**src/hw/tsr_defines.vh**
```
// Constants for the temperature sensor register core
`ifndef TSR_DEFINES_VH
`define TSR_DEFINES_VH

// Register selector codes, low three bits of the selector byte
`define TSR_SEL_TEMP_HI     3'h0
`define TSR_SEL_CFG         3'h1
`define TSR_SEL_LOWER       3'h2
`define TSR_SEL_UPPER       3'h3
`define TSR_SEL_TEMP_LO     3'h4
`define TSR_SEL_MSB         2
`define TSR_SEL_LSB         0

// Configuration byte field positions
`define TSR_CFG_TOP         7
`define TSR_CFG_RATE_HI     6
`define TSR_CFG_RATE_LO     5
`define TSR_CFG_UPPER_FLAG  4
`define TSR_CFG_LOWER_FLAG  3
`define TSR_CFG_LATCH       2
`define TSR_CFG_MODE_HI     1
`define TSR_CFG_MODE_LO     0

// Reset values
`define TSR_CFG_RESET       8'h02
`define TSR_UPPER_RESET     8'h3C
`define TSR_LOWER_RESET     8'hF6
`define TSR_TEMP_RESET      12'h000
`define TSR_BYTE_ZERO       8'h00
`define TSR_NIBBLE_ZERO     4'h0
`define TSR_CNT_ZERO        32'h0000_0000
`define TSR_CNT_ONE         32'h0000_0001

// Temperature result layout
`define TSR_RES_HI_MSB      11
`define TSR_RES_HI_LSB      4
`define TSR_RES_LO_MSB      3
`define TSR_RES_LO_LSB      0

// Mode and rate codes
`define TSR_MODE_SHUTDOWN   2'h0
`define TSR_MODE_ONESHOT    2'h1
`define TSR_RATE_0P25HZ     2'h0
`define TSR_RATE_1HZ        2'h1
`define TSR_RATE_4HZ        2'h2
`define TSR_RATE_8HZ        2'h3

// Conversion periods in ms and clock rate in kHz
`define TSR_PER_0P25HZ_MS   4000
`define TSR_PER_1HZ_MS      1000
`define TSR_PER_4HZ_MS      250
`define TSR_PER_8HZ_MS      125
`define TSR_CLK_KHZ         125000

`endif

```
**src/hw/tsr_core.v**
```verilog
// Temperature sensor register file with conversion and limit control
//
// Contract
// - Selector codes 0..4 pick the five registers
// - High byte holds result bits eleven to four
// - Low byte: result bits three-zero, rest zero
// - Config field layout; resets to mode continuous
// - Rate field picks 0.25, 1, 4, 8 Hz
// - Mode 00 shutdown, 01 one-shot, 1x continuous
// - Shutdown stops conversions, registers stay reachable
// - One-shot from shutdown: one conversion, back
// - Continuous mode converts at selected rate
// - Compare each result against both thresholds
// - Upper flag when high byte above upper
// - Lower flag when high byte below lower
// - Between thresholds clears both flags when latch is off
// - Latch off: flags follow each conversion
// - Latch on: hold until configuration read completes
// - Thresholds reset to plus 60, minus 10
// - Thresholds are read-write signed whole-degree bytes
// - Registers update only on complete bytes
// - Result is 12-bit two's complement, 1/16 degree
// - Temperature reads zero until first conversion
`timescale 1ns/1ps
`default_nettype none
`include "tsr_defines.vh"

module tsr_core #(
    parameter [31:0] RATE_0P25HZ_CYC = `TSR_PER_0P25HZ_MS * `TSR_CLK_KHZ,
    parameter [31:0] RATE_1HZ_CYC    = `TSR_PER_1HZ_MS * `TSR_CLK_KHZ,
    parameter [31:0] RATE_4HZ_CYC    = `TSR_PER_4HZ_MS * `TSR_CLK_KHZ,
    parameter [31:0] RATE_8HZ_CYC    = `TSR_PER_8HZ_MS * `TSR_CLK_KHZ
) (
    input  wire        clk_i,
    input  wire        rst_i,
    // Byte strobes from the serial engine, one complete byte each
    input  wire        sel_wr_i,
    input  wire [7:0]  sel_data_i,
    input  wire        data_wr_i,
    input  wire [7:0]  wr_data_i,
    input  wire        rd_second_i,
    output wire [7:0]  rd_data_o,
    input  wire        cfg_rd_done_i,
    // Converter handshake
    output wire        conv_start_o,
    input  wire        conv_done_i,
    input  wire [11:0] conv_result_i,
    output wire        conv_busy_o,
    // Comparison indicators mirrored for pins
    output wire        upper_flag_o,
    output wire        lower_flag_o
);

    // Conversion states, one-hot
    localparam [1:0] ST_IDLE = 2'b01;
    localparam [1:0] ST_CONV = 2'b10;

    // Reset image of the configuration byte, sliced for the top and mode fields so widths match
    localparam [7:0] CFG_RST = `TSR_CFG_RESET;

    // Signed byte comparison, used for both limits
    function tsr_gt;
        input [7:0] a;
        input [7:0] b;
        begin
            tsr_gt = ($signed(a) > $signed(b));
        end
    endfunction

    // Continuous when the mode high bit is set
    function tsr_is_cont;
        input [1:0] mode;
        begin
            tsr_is_cont = mode[1];
        end
    endfunction

    // Register state
    reg [2:0]  sel_q;
    reg        top_q;
    reg [1:0]  rate_q;
    reg        latch_q;
    reg [1:0]  mode_q;
    reg        upper_flag_q;
    reg        lower_flag_q;
    reg [7:0]  lower_q;
    reg [7:0]  upper_q;
    reg [11:0] temp_q;
    reg [7:0]  rd_data_q;
    reg [1:0]  state_q;
    reg        start_q;
    reg        oneshot_pend_q;
    reg        oneshot_run_q;
    reg        restart_q;

    // Next values
    reg [1:0]  mode_d;
    reg [1:0]  rate_d;
    reg        upper_flag_d;
    reg        lower_flag_d;
    reg [7:0]  rd_data_d;
    reg [1:0]  state_d;
    reg        start_d;
    reg        oneshot_pend_d;
    reg        oneshot_run_d;
    reg        restart_d;
    reg [31:0] period_sel;

    wire       cfg_wr;
    wire       conv_end;
    wire       tick;
    wire [7:0] new_hi;
    wire       upper_hit;
    wire       lower_hit;
    wire       flag_clr;
    wire [7:0] cfg_byte;

    // Data writes act only on whole bytes from the engine
    assign cfg_wr   = data_wr_i && (sel_q == `TSR_SEL_CFG);
    assign conv_end = (state_q == ST_CONV) && conv_done_i;

    // Result high byte and both limit outcomes
    assign new_hi    = conv_result_i[`TSR_RES_HI_MSB:`TSR_RES_HI_LSB];
    assign upper_hit = tsr_gt(new_hi, upper_q);
    assign lower_hit = tsr_gt(lower_q, new_hi);
    assign flag_clr  = latch_q && cfg_rd_done_i;

    // Configuration byte as read back
    assign cfg_byte = {top_q, rate_q, upper_flag_q, lower_flag_q,
                       latch_q, mode_q};

    // Selector keeps only the three select bits; upper bits are the host's duty
    always @(posedge clk_i or posedge rst_i) begin
        if (rst_i) begin
            sel_q <= `TSR_SEL_TEMP_HI;
        end else if (sel_wr_i) begin
            sel_q <= sel_data_i[`TSR_SEL_MSB:`TSR_SEL_LSB];
        end
    end

    // Threshold registers, writable in whole bytes
    always @(posedge clk_i or posedge rst_i) begin
        if (rst_i) begin
            lower_q <= `TSR_LOWER_RESET;
            upper_q <= `TSR_UPPER_RESET;
        end else if (data_wr_i) begin
            if (sel_q == `TSR_SEL_LOWER) begin
                lower_q <= wr_data_i;
            end
            if (sel_q == `TSR_SEL_UPPER) begin
                upper_q <= wr_data_i;
            end
        end
    end

    // Static configuration bits
    always @(posedge clk_i or posedge rst_i) begin
        if (rst_i) begin
            top_q   <= CFG_RST[`TSR_CFG_TOP];
            latch_q <= 1'b0;
        end else if (cfg_wr) begin
            top_q   <= wr_data_i[`TSR_CFG_TOP];
            latch_q <= wr_data_i[`TSR_CFG_LATCH];
        end
    end

    // Mode and rate; a one-shot run drops back to shutdown on its own
    always @* begin
        mode_d = mode_q;
        rate_d = rate_q;
        if (cfg_wr) begin
            // Host write wins over the automatic return
            mode_d = wr_data_i[`TSR_CFG_MODE_HI:`TSR_CFG_MODE_LO];
            rate_d = wr_data_i[`TSR_CFG_RATE_HI:`TSR_CFG_RATE_LO];
        end else if (conv_end && oneshot_run_q) begin
            mode_d = `TSR_MODE_SHUTDOWN;
        end
    end

    // Pacing restarts whenever rate or mode changes
    always @* begin
        restart_d = (rate_d != rate_q) || (mode_d != mode_q);
    end

    // One-shot request only when leaving shutdown with mode 01
    always @* begin
        oneshot_pend_d = oneshot_pend_q;
        if (cfg_wr) begin
            oneshot_pend_d = (mode_q == `TSR_MODE_SHUTDOWN) &&
                (wr_data_i[`TSR_CFG_MODE_HI:`TSR_CFG_MODE_LO] == `TSR_MODE_ONESHOT);
        end else if (start_d) begin
            oneshot_pend_d = 1'b0;
        end
    end

    // Marks the conversion that belongs to a one-shot request
    always @* begin
        oneshot_run_d = oneshot_run_q;
        if (start_d) begin
            oneshot_run_d = oneshot_pend_q;
        end else if (conv_end) begin
            oneshot_run_d = 1'b0;
        end
    end

    // Mode bits and pacing control state
    always @(posedge clk_i or posedge rst_i) begin
        if (rst_i) begin
            mode_q         <= CFG_RST[`TSR_CFG_MODE_HI:`TSR_CFG_MODE_LO];
            rate_q         <= `TSR_RATE_0P25HZ;
            restart_q      <= 1'b0;
            oneshot_pend_q <= 1'b0;
            oneshot_run_q  <= 1'b0;
        end else begin
            mode_q         <= mode_d;
            rate_q         <= rate_d;
            restart_q      <= restart_d;
            oneshot_pend_q <= oneshot_pend_d;
            oneshot_run_q  <= oneshot_run_d;
        end
    end

    // Period for the selected rate
    always @* begin
        case (rate_q)
            `TSR_RATE_0P25HZ: period_sel = RATE_0P25HZ_CYC;
            `TSR_RATE_1HZ:    period_sel = RATE_1HZ_CYC;
            `TSR_RATE_4HZ:    period_sel = RATE_4HZ_CYC;
            `TSR_RATE_8HZ:    period_sel = RATE_8HZ_CYC;
            default:          period_sel = RATE_0P25HZ_CYC;
        endcase
    end

    // Timebase only runs in continuous mode
    tsr_rate_timer u_timer (
        .clk_i     (clk_i),
        .rst_i     (rst_i),
        .run_i     (tsr_is_cont(mode_q)),
        .restart_i (restart_q),
        .period_i  (period_sel),
        .tick_o    (tick)
    );

    // Conversion sequencer; shutdown simply issues no starts
    always @* begin
        state_d = state_q;
        start_d = 1'b0;
        case (state_q)
            ST_IDLE: begin
                // A tick during a running conversion is dropped, not queued
                if ((tick && tsr_is_cont(mode_q)) || oneshot_pend_q) begin
                    start_d = 1'b1;
                    state_d = ST_CONV;
                end
            end
            ST_CONV: begin
                if (conv_done_i) begin
                    state_d = ST_IDLE;
                end
            end
            default: begin
                state_d = ST_IDLE;
            end
        endcase
    end

    // Sequencer state and start strobe
    always @(posedge clk_i or posedge rst_i) begin
        if (rst_i) begin
            state_q <= ST_IDLE;
            start_q <= 1'b0;
        end else begin
            state_q <= state_d;
            start_q <= start_d;
        end
    end

    // Result register, zero until the first conversion lands
    always @(posedge clk_i or posedge rst_i) begin
        if (rst_i) begin
            temp_q <= `TSR_TEMP_RESET;
        end else if (conv_end) begin
            temp_q <= conv_result_i;
        end
    end

    // Indicators; a new hit wins over a clearing read in the same cycle
    always @* begin
        upper_flag_d = flag_clr ? 1'b0 : upper_flag_q;
        lower_flag_d = flag_clr ? 1'b0 : lower_flag_q;
        if (conv_end) begin
            if (latch_q) begin
                upper_flag_d = upper_flag_d | upper_hit;
                lower_flag_d = lower_flag_d | lower_hit;
            end else begin
                // Neither hit means both clear
                upper_flag_d = upper_hit;
                lower_flag_d = lower_hit;
            end
        end
    end

    // Indicator flip-flops
    always @(posedge clk_i or posedge rst_i) begin
        if (rst_i) begin
            upper_flag_q <= 1'b0;
            lower_flag_q <= 1'b0;
        end else begin
            upper_flag_q <= upper_flag_d;
            lower_flag_q <= lower_flag_d;
        end
    end

    // Read mux; unused selector codes read as zero
    always @* begin
        case (sel_q)
            `TSR_SEL_TEMP_HI: begin
                // Second byte of a temperature read is the low byte
                if (rd_second_i) begin
                    rd_data_d = {temp_q[`TSR_RES_LO_MSB:`TSR_RES_LO_LSB],
                                 `TSR_NIBBLE_ZERO};
                end else begin
                    rd_data_d = temp_q[`TSR_RES_HI_MSB:`TSR_RES_HI_LSB];
                end
            end
            `TSR_SEL_CFG:     rd_data_d = cfg_byte;
            `TSR_SEL_LOWER:   rd_data_d = lower_q;
            `TSR_SEL_UPPER:   rd_data_d = upper_q;
            `TSR_SEL_TEMP_LO: rd_data_d = {temp_q[`TSR_RES_LO_MSB:`TSR_RES_LO_LSB],
                                           `TSR_NIBBLE_ZERO};
            default:          rd_data_d = `TSR_BYTE_ZERO;
        endcase
    end

    // Read data is registered, one cycle behind the selector
    always @(posedge clk_i or posedge rst_i) begin
        if (rst_i) begin
            rd_data_q <= `TSR_BYTE_ZERO;
        end else begin
            rd_data_q <= rd_data_d;
        end
    end

    // Outputs
    assign rd_data_o    = rd_data_q;
    assign conv_start_o = start_q;
    assign conv_busy_o  = (state_q == ST_CONV);
    assign upper_flag_o = upper_flag_q;
    assign lower_flag_o = lower_flag_q;

endmodule // tsr_core

`default_nettype wire

```
**src/hw/tsr_rate_timer.v**
```verilog
// Conversion pacing timebase for continuous mode
`timescale 1ns/1ps
`default_nettype none
`include "tsr_defines.vh"

module tsr_rate_timer (
    input  wire        clk_i,
    input  wire        rst_i,
    input  wire        run_i,
    input  wire        restart_i,
    input  wire [31:0] period_i,
    output wire        tick_o
);

    reg [31:0] count_q;
    reg [31:0] count_d;

    // Down counter; zero means a conversion is due
    always @* begin
        if (!run_i || restart_i) begin
            count_d = `TSR_CNT_ZERO;
        end else if (count_q == `TSR_CNT_ZERO) begin
            count_d = period_i - `TSR_CNT_ONE;
        end else begin
            count_d = count_q - `TSR_CNT_ONE;
        end
    end

    // Counter state
    always @(posedge clk_i or posedge rst_i) begin
        if (rst_i) begin
            count_q <= `TSR_CNT_ZERO;
        end else begin
            count_q <= count_d;
        end
    end

    // First tick comes right after a restart, then once per period
    assign tick_o = run_i && !restart_i && (count_q == `TSR_CNT_ZERO);

endmodule // tsr_rate_timer

`default_nettype wire
```
**config.mk**
```make
export PLATFORM = sky130hd
export DESIGN_NAME = tsr_core
export DESIGN_NICKNAME = d
export VERILOG_FILES = /design/src/hw/tsr_core.v /design/src/hw/tsr_rate_timer.v
export VERILOG_INCLUDE_DIRS = /design/src /design/src/hw
export SDC_FILE = /design/constraint.sdc
export NUM_CORES = 1
export LEC_CHECK = 0
export ABC_AREA = 1
export ABC_CLOCK_PERIOD_IN_PS = 4190
export BUFFER_PORTS_ARGS = -buffer_cell sky130_fd_sc_hd__buf_2
export CORE_MARGIN = 2
export CORE_UTILIZATION = 30
export CTS_CLUSTER_SIZE = 30
export DETAILED_ROUTE_END_ITERATION = 7
export GPL_TIMING_DRIVEN = 1
export PLACE_DENSITY_LB_ADDON = 0.2
export SYNTH_ARGS = -nofsm -noshare
export SYNTH_HDL_FRONTEND = slang
export SYNTH_HIERARCHICAL = 1
export SYNTH_SLANG_ARGS = --single-unit
export TNS_END_PERCENT = 50
```
**constraint.sdc**
```tcl
create_clock -name clk_i -period 4.19 [get_ports clk_i]
set_input_delay 0.838 -clock clk_i [delete_from_list [all_inputs] [get_ports clk_i]]
set_output_delay 0.838 -clock clk_i [all_outputs]
set_load 0.01 [all_outputs]
```
==> impl_results.md <==
- Outcome: complete, no violations
- CTS H-tree depth: 3
- CTS Buffer Depth: 2
- Seq/Total Area, Yosys: 0.365
- Synth area leader: dfrtp_1
- Cell variety after synth: 39
- Max Cap Viol: 0
- Clock transition at path regs: 0.07 ns
- Critical path required time: 4.42 ns
- Clock Sinks: 85
- Post-CTS sizing: 0
- Worst R2R End: u_timer/count_q[20]$_DFF_PP0_
- ANT nets after route: 0
- Layout area overhead: 12.9%
- GRT busiest layer: met2
- Fin crit period: 3.06 ns
- IO Count: 47
- Post-route DRC violation count: 0
- YS warnings: 6
- Synthesized area: 0.00587 mm^2
- Full die area: 0.0207 mm^2
- Final nets: 974
- Initial core utilization: 0.304
- Hold Path End: upper_q[4]$_DFFE_PP1P_
- Crit path max-delay family: simple AND/OR/NAND/NOR gates
- CP Capture Type: register
- Post-Syn Area per Cell: 6.78 um^2
- Critical-path cell list: nor2_1, nand2_1, nor2_1, nand2_2, nor2_8, buf_12, nand2_1, nand2_1, nand2_1, nor2_2, nand2_1, nor2_1, nand3_1, nor2_1, nor2_1
- DR WL/cell: 13.2 um
- Storage cell area: 0.00214 mm^2
- CTS Buf Count: 9
- Fill cell count: 2116
- Vias in the first global route: 5065
- Bufs and invs on worst path: 1
- Fmax: 327 MHz
- Commonest non-fill, non-tap cells in the layout: nand2_1 (281), inv_1 (129), nor2_1 (112)
- Top fanout value on the critical path: 28
- GRT Total Usage: 0.164
- Worst hold path startpoint: upper_q[4]$_DFFE_PP1P_
- Final worst slack: 1.13 ns
- Routed WL: 15600 um
- WHS Path Cells: 2
- Worst EP arrival: 3.29 ns
- Synth area leaders: dfrtp_1 (31%), nand2_1 (18%), inv_1 (8.3%)
- Worst skew pair latency: 0.35 ns
- Highest-delay cell along the critical path: nor2_8
- Met3 usage: 0.0237
- Commonest non-fill, non-tap cell in the layout: nand2_1
- Iteration-0 DRC Markers: 317
- Worst R2R Path Depth: 15
- Cell row count: 51
- RSZ-0062 raised after global routing: false
- Ant. Diodes: 0
- CTS tree: yes
- Die H: 144 um
- Antenna violations before repair: 0
- Root Buffer: clkbuf_16
- Worst path max stage delay: 0.46 ns
- Core box area: 0.0193 mm^2
- Worst slew pin tran: 0.641 ns
- GRT overflow: 0
- Post-CTS Setup Inserts: 0
- Via Count: 5222
- GR Util met2: 0.256
- Pins over their slew limit: 0
- Layout cell share with drive strength beyond 1: 0.150
- Setup TNS: 0 ns
- Worst setup SP type: register
- Largest net degree at the start of global routing: 33
- Post-DP HPWL: 11800 um
- Clock skew after layout: 0.00888 ns
- Yosys reg bits: 85
- Final Hold Vio Count: 0
- Setup-failing EPs final: 0
- Setup Crit Path Kind: reg -> reg
- Via/cell ratio: 4.41
- Final RePlAce weighted congestion: 0.867
- Global-route wire length before repair: 26100 um
- Met1 Use GR: 0.231
- Pre-CTS setup slack: 1.20 ns
- Port bufs: 41
- Top cell type's share of synthesized area: 0.311
- Fin crit share: 0.730
- Footprint of the multi-input gates: 0.00311 mm^2
- Mapped Cells: 866
- CTS Hold Bufs: 0
- Critical R2R Launch: u_timer/count_q[31]$_DFF_PP0_
- Flop2flop setup slack: 1.13 ns
- First-pass DRT Iterations: 5
- Hold Path Class: reg -> reg
- Die width: 144 um
- Slew Limit Headroom: 0.572
-- sequential cells by signal, indices dropped and copies added (netlist names), 2 cells and up --
register,flops
lower_q,8
mode_q,2
rate_q,2
rd_data_o,8
sel_q,3
state_q,2
temp_q,12
u_timer/count_q,32
upper_q,8
-- worst reg2reg max path, delay by kind of cell, from the launching register on --
kind / cells / cell delay, ns
flip-flops: 1 / 0.39
AND/OR/NAND/NOR: 14 / 2.33
buffers and inverters: 1 / 0.23
-- routing by layer --
layer | vias up | part of all wire | routed length (um)
li1 | 2762 | - | -
met1 | 2369 | 0.50 | 7830
met2 | 76 | 0.45 | 7030
met3 | 15 | 0.033 | 515
met4 | 0 | 0.015 | 238
met5 | - | 0 | 0
-- synth_stat cells --
cell and n:
a211oi_1 1, a21o_1 3, a21oi_1 33, a22oi_1 4
a31oi_1 1, and2_1 1, buf_2 1, buf_4 2
buf_6 6, buf_8 1, clkbuf_1 7, conb_1 2
dfrtp_1 73, dfstp_2 12, ha_1 24, inv_1 130
inv_2 7, inv_4 2, mux2_1 1, mux2_2 3
nand2_1 281, nand2_2 12, nand2_4 4, nand3_1 36
nand3_2 4, nand3_4 1, nand4_1 5, nor2_1 112
nor2_2 12, nor2_4 2, nor2_8 2, nor3_1 1
nor3_2 1, o2111ai_1 1, o21ai_0 55, o21ai_1 4
o21ai_2 16, o22ai_1 1, xor2_1 2
-- cells by family after synthesis --
family,synth area share
xor gates and xnor gates,0.00298
muxes,0.00767
other,0.00128
adders and majority gates,0.0511
DFF,0.365
AOI/OAI and AO/OA,0.116
buffers and inverters,0.112
and+or+nand+nor,0.344
-- stage by stage --
stage	instance area, um^2	std cells	hold slack, ns	util
2_1_floorplan	5910	876	0.453	-
3_3_place_gp	6360	1169	0.468	0.329
3_5_place_dp	6360	1169	0.470	0.329
4_1_cts	6630	1185	0.485	0.343
5_1_grt	6630	1185	0.511	0.343
6_report	6630	1185	0.481	0.343
-- how the worst max path moves through the flow --
stage | start | endpoint | slack [ns] | cells after the start
6_report | u_timer/count_q[31]$_DFF_PP0_ | u_timer/count_q[20]$_DFF_PP0_ | 1.13 | 15
5_1_grt | u_timer/count_q[31]$_DFF_PP0_ | u_timer/count_q[29]$_DFF_PP0_ | 0.78 | 14
4_1_cts | u_timer/count_q[31]$_DFF_PP0_ | u_timer/count_q[30]$_DFF_PP0_ | 1.19 | 15
3_5_place_dp | u_timer/count_q[31]$_DFF_PP0_ | u_timer/count_q[30]$_DFF_PP0_ | 1.20 | 15
3_3_place_gp | u_timer/count_q[31]$_DFF_PP0_ | u_timer/count_q[14]$_DFF_PP0_ | 1.23 | 14
2_1_floorplan | rst_i | conv_start_o$_DFF_PP0_ | 2.09 | 1
-- area by class of cell --
type                    instances  share of cell area
inverters                     139              0.0794
multi-input cells             635               0.469
clock inverters                 5             0.00566
clock buffers                  11              0.0351
flip-flops and latches         85               0.323
repair buffers                 45              0.0374
well taps                     265              0.0500
Power is left out: the tool's default activity adds up to more than one toggle a clock period on the data nets, which glitch-free logic cannot reach.
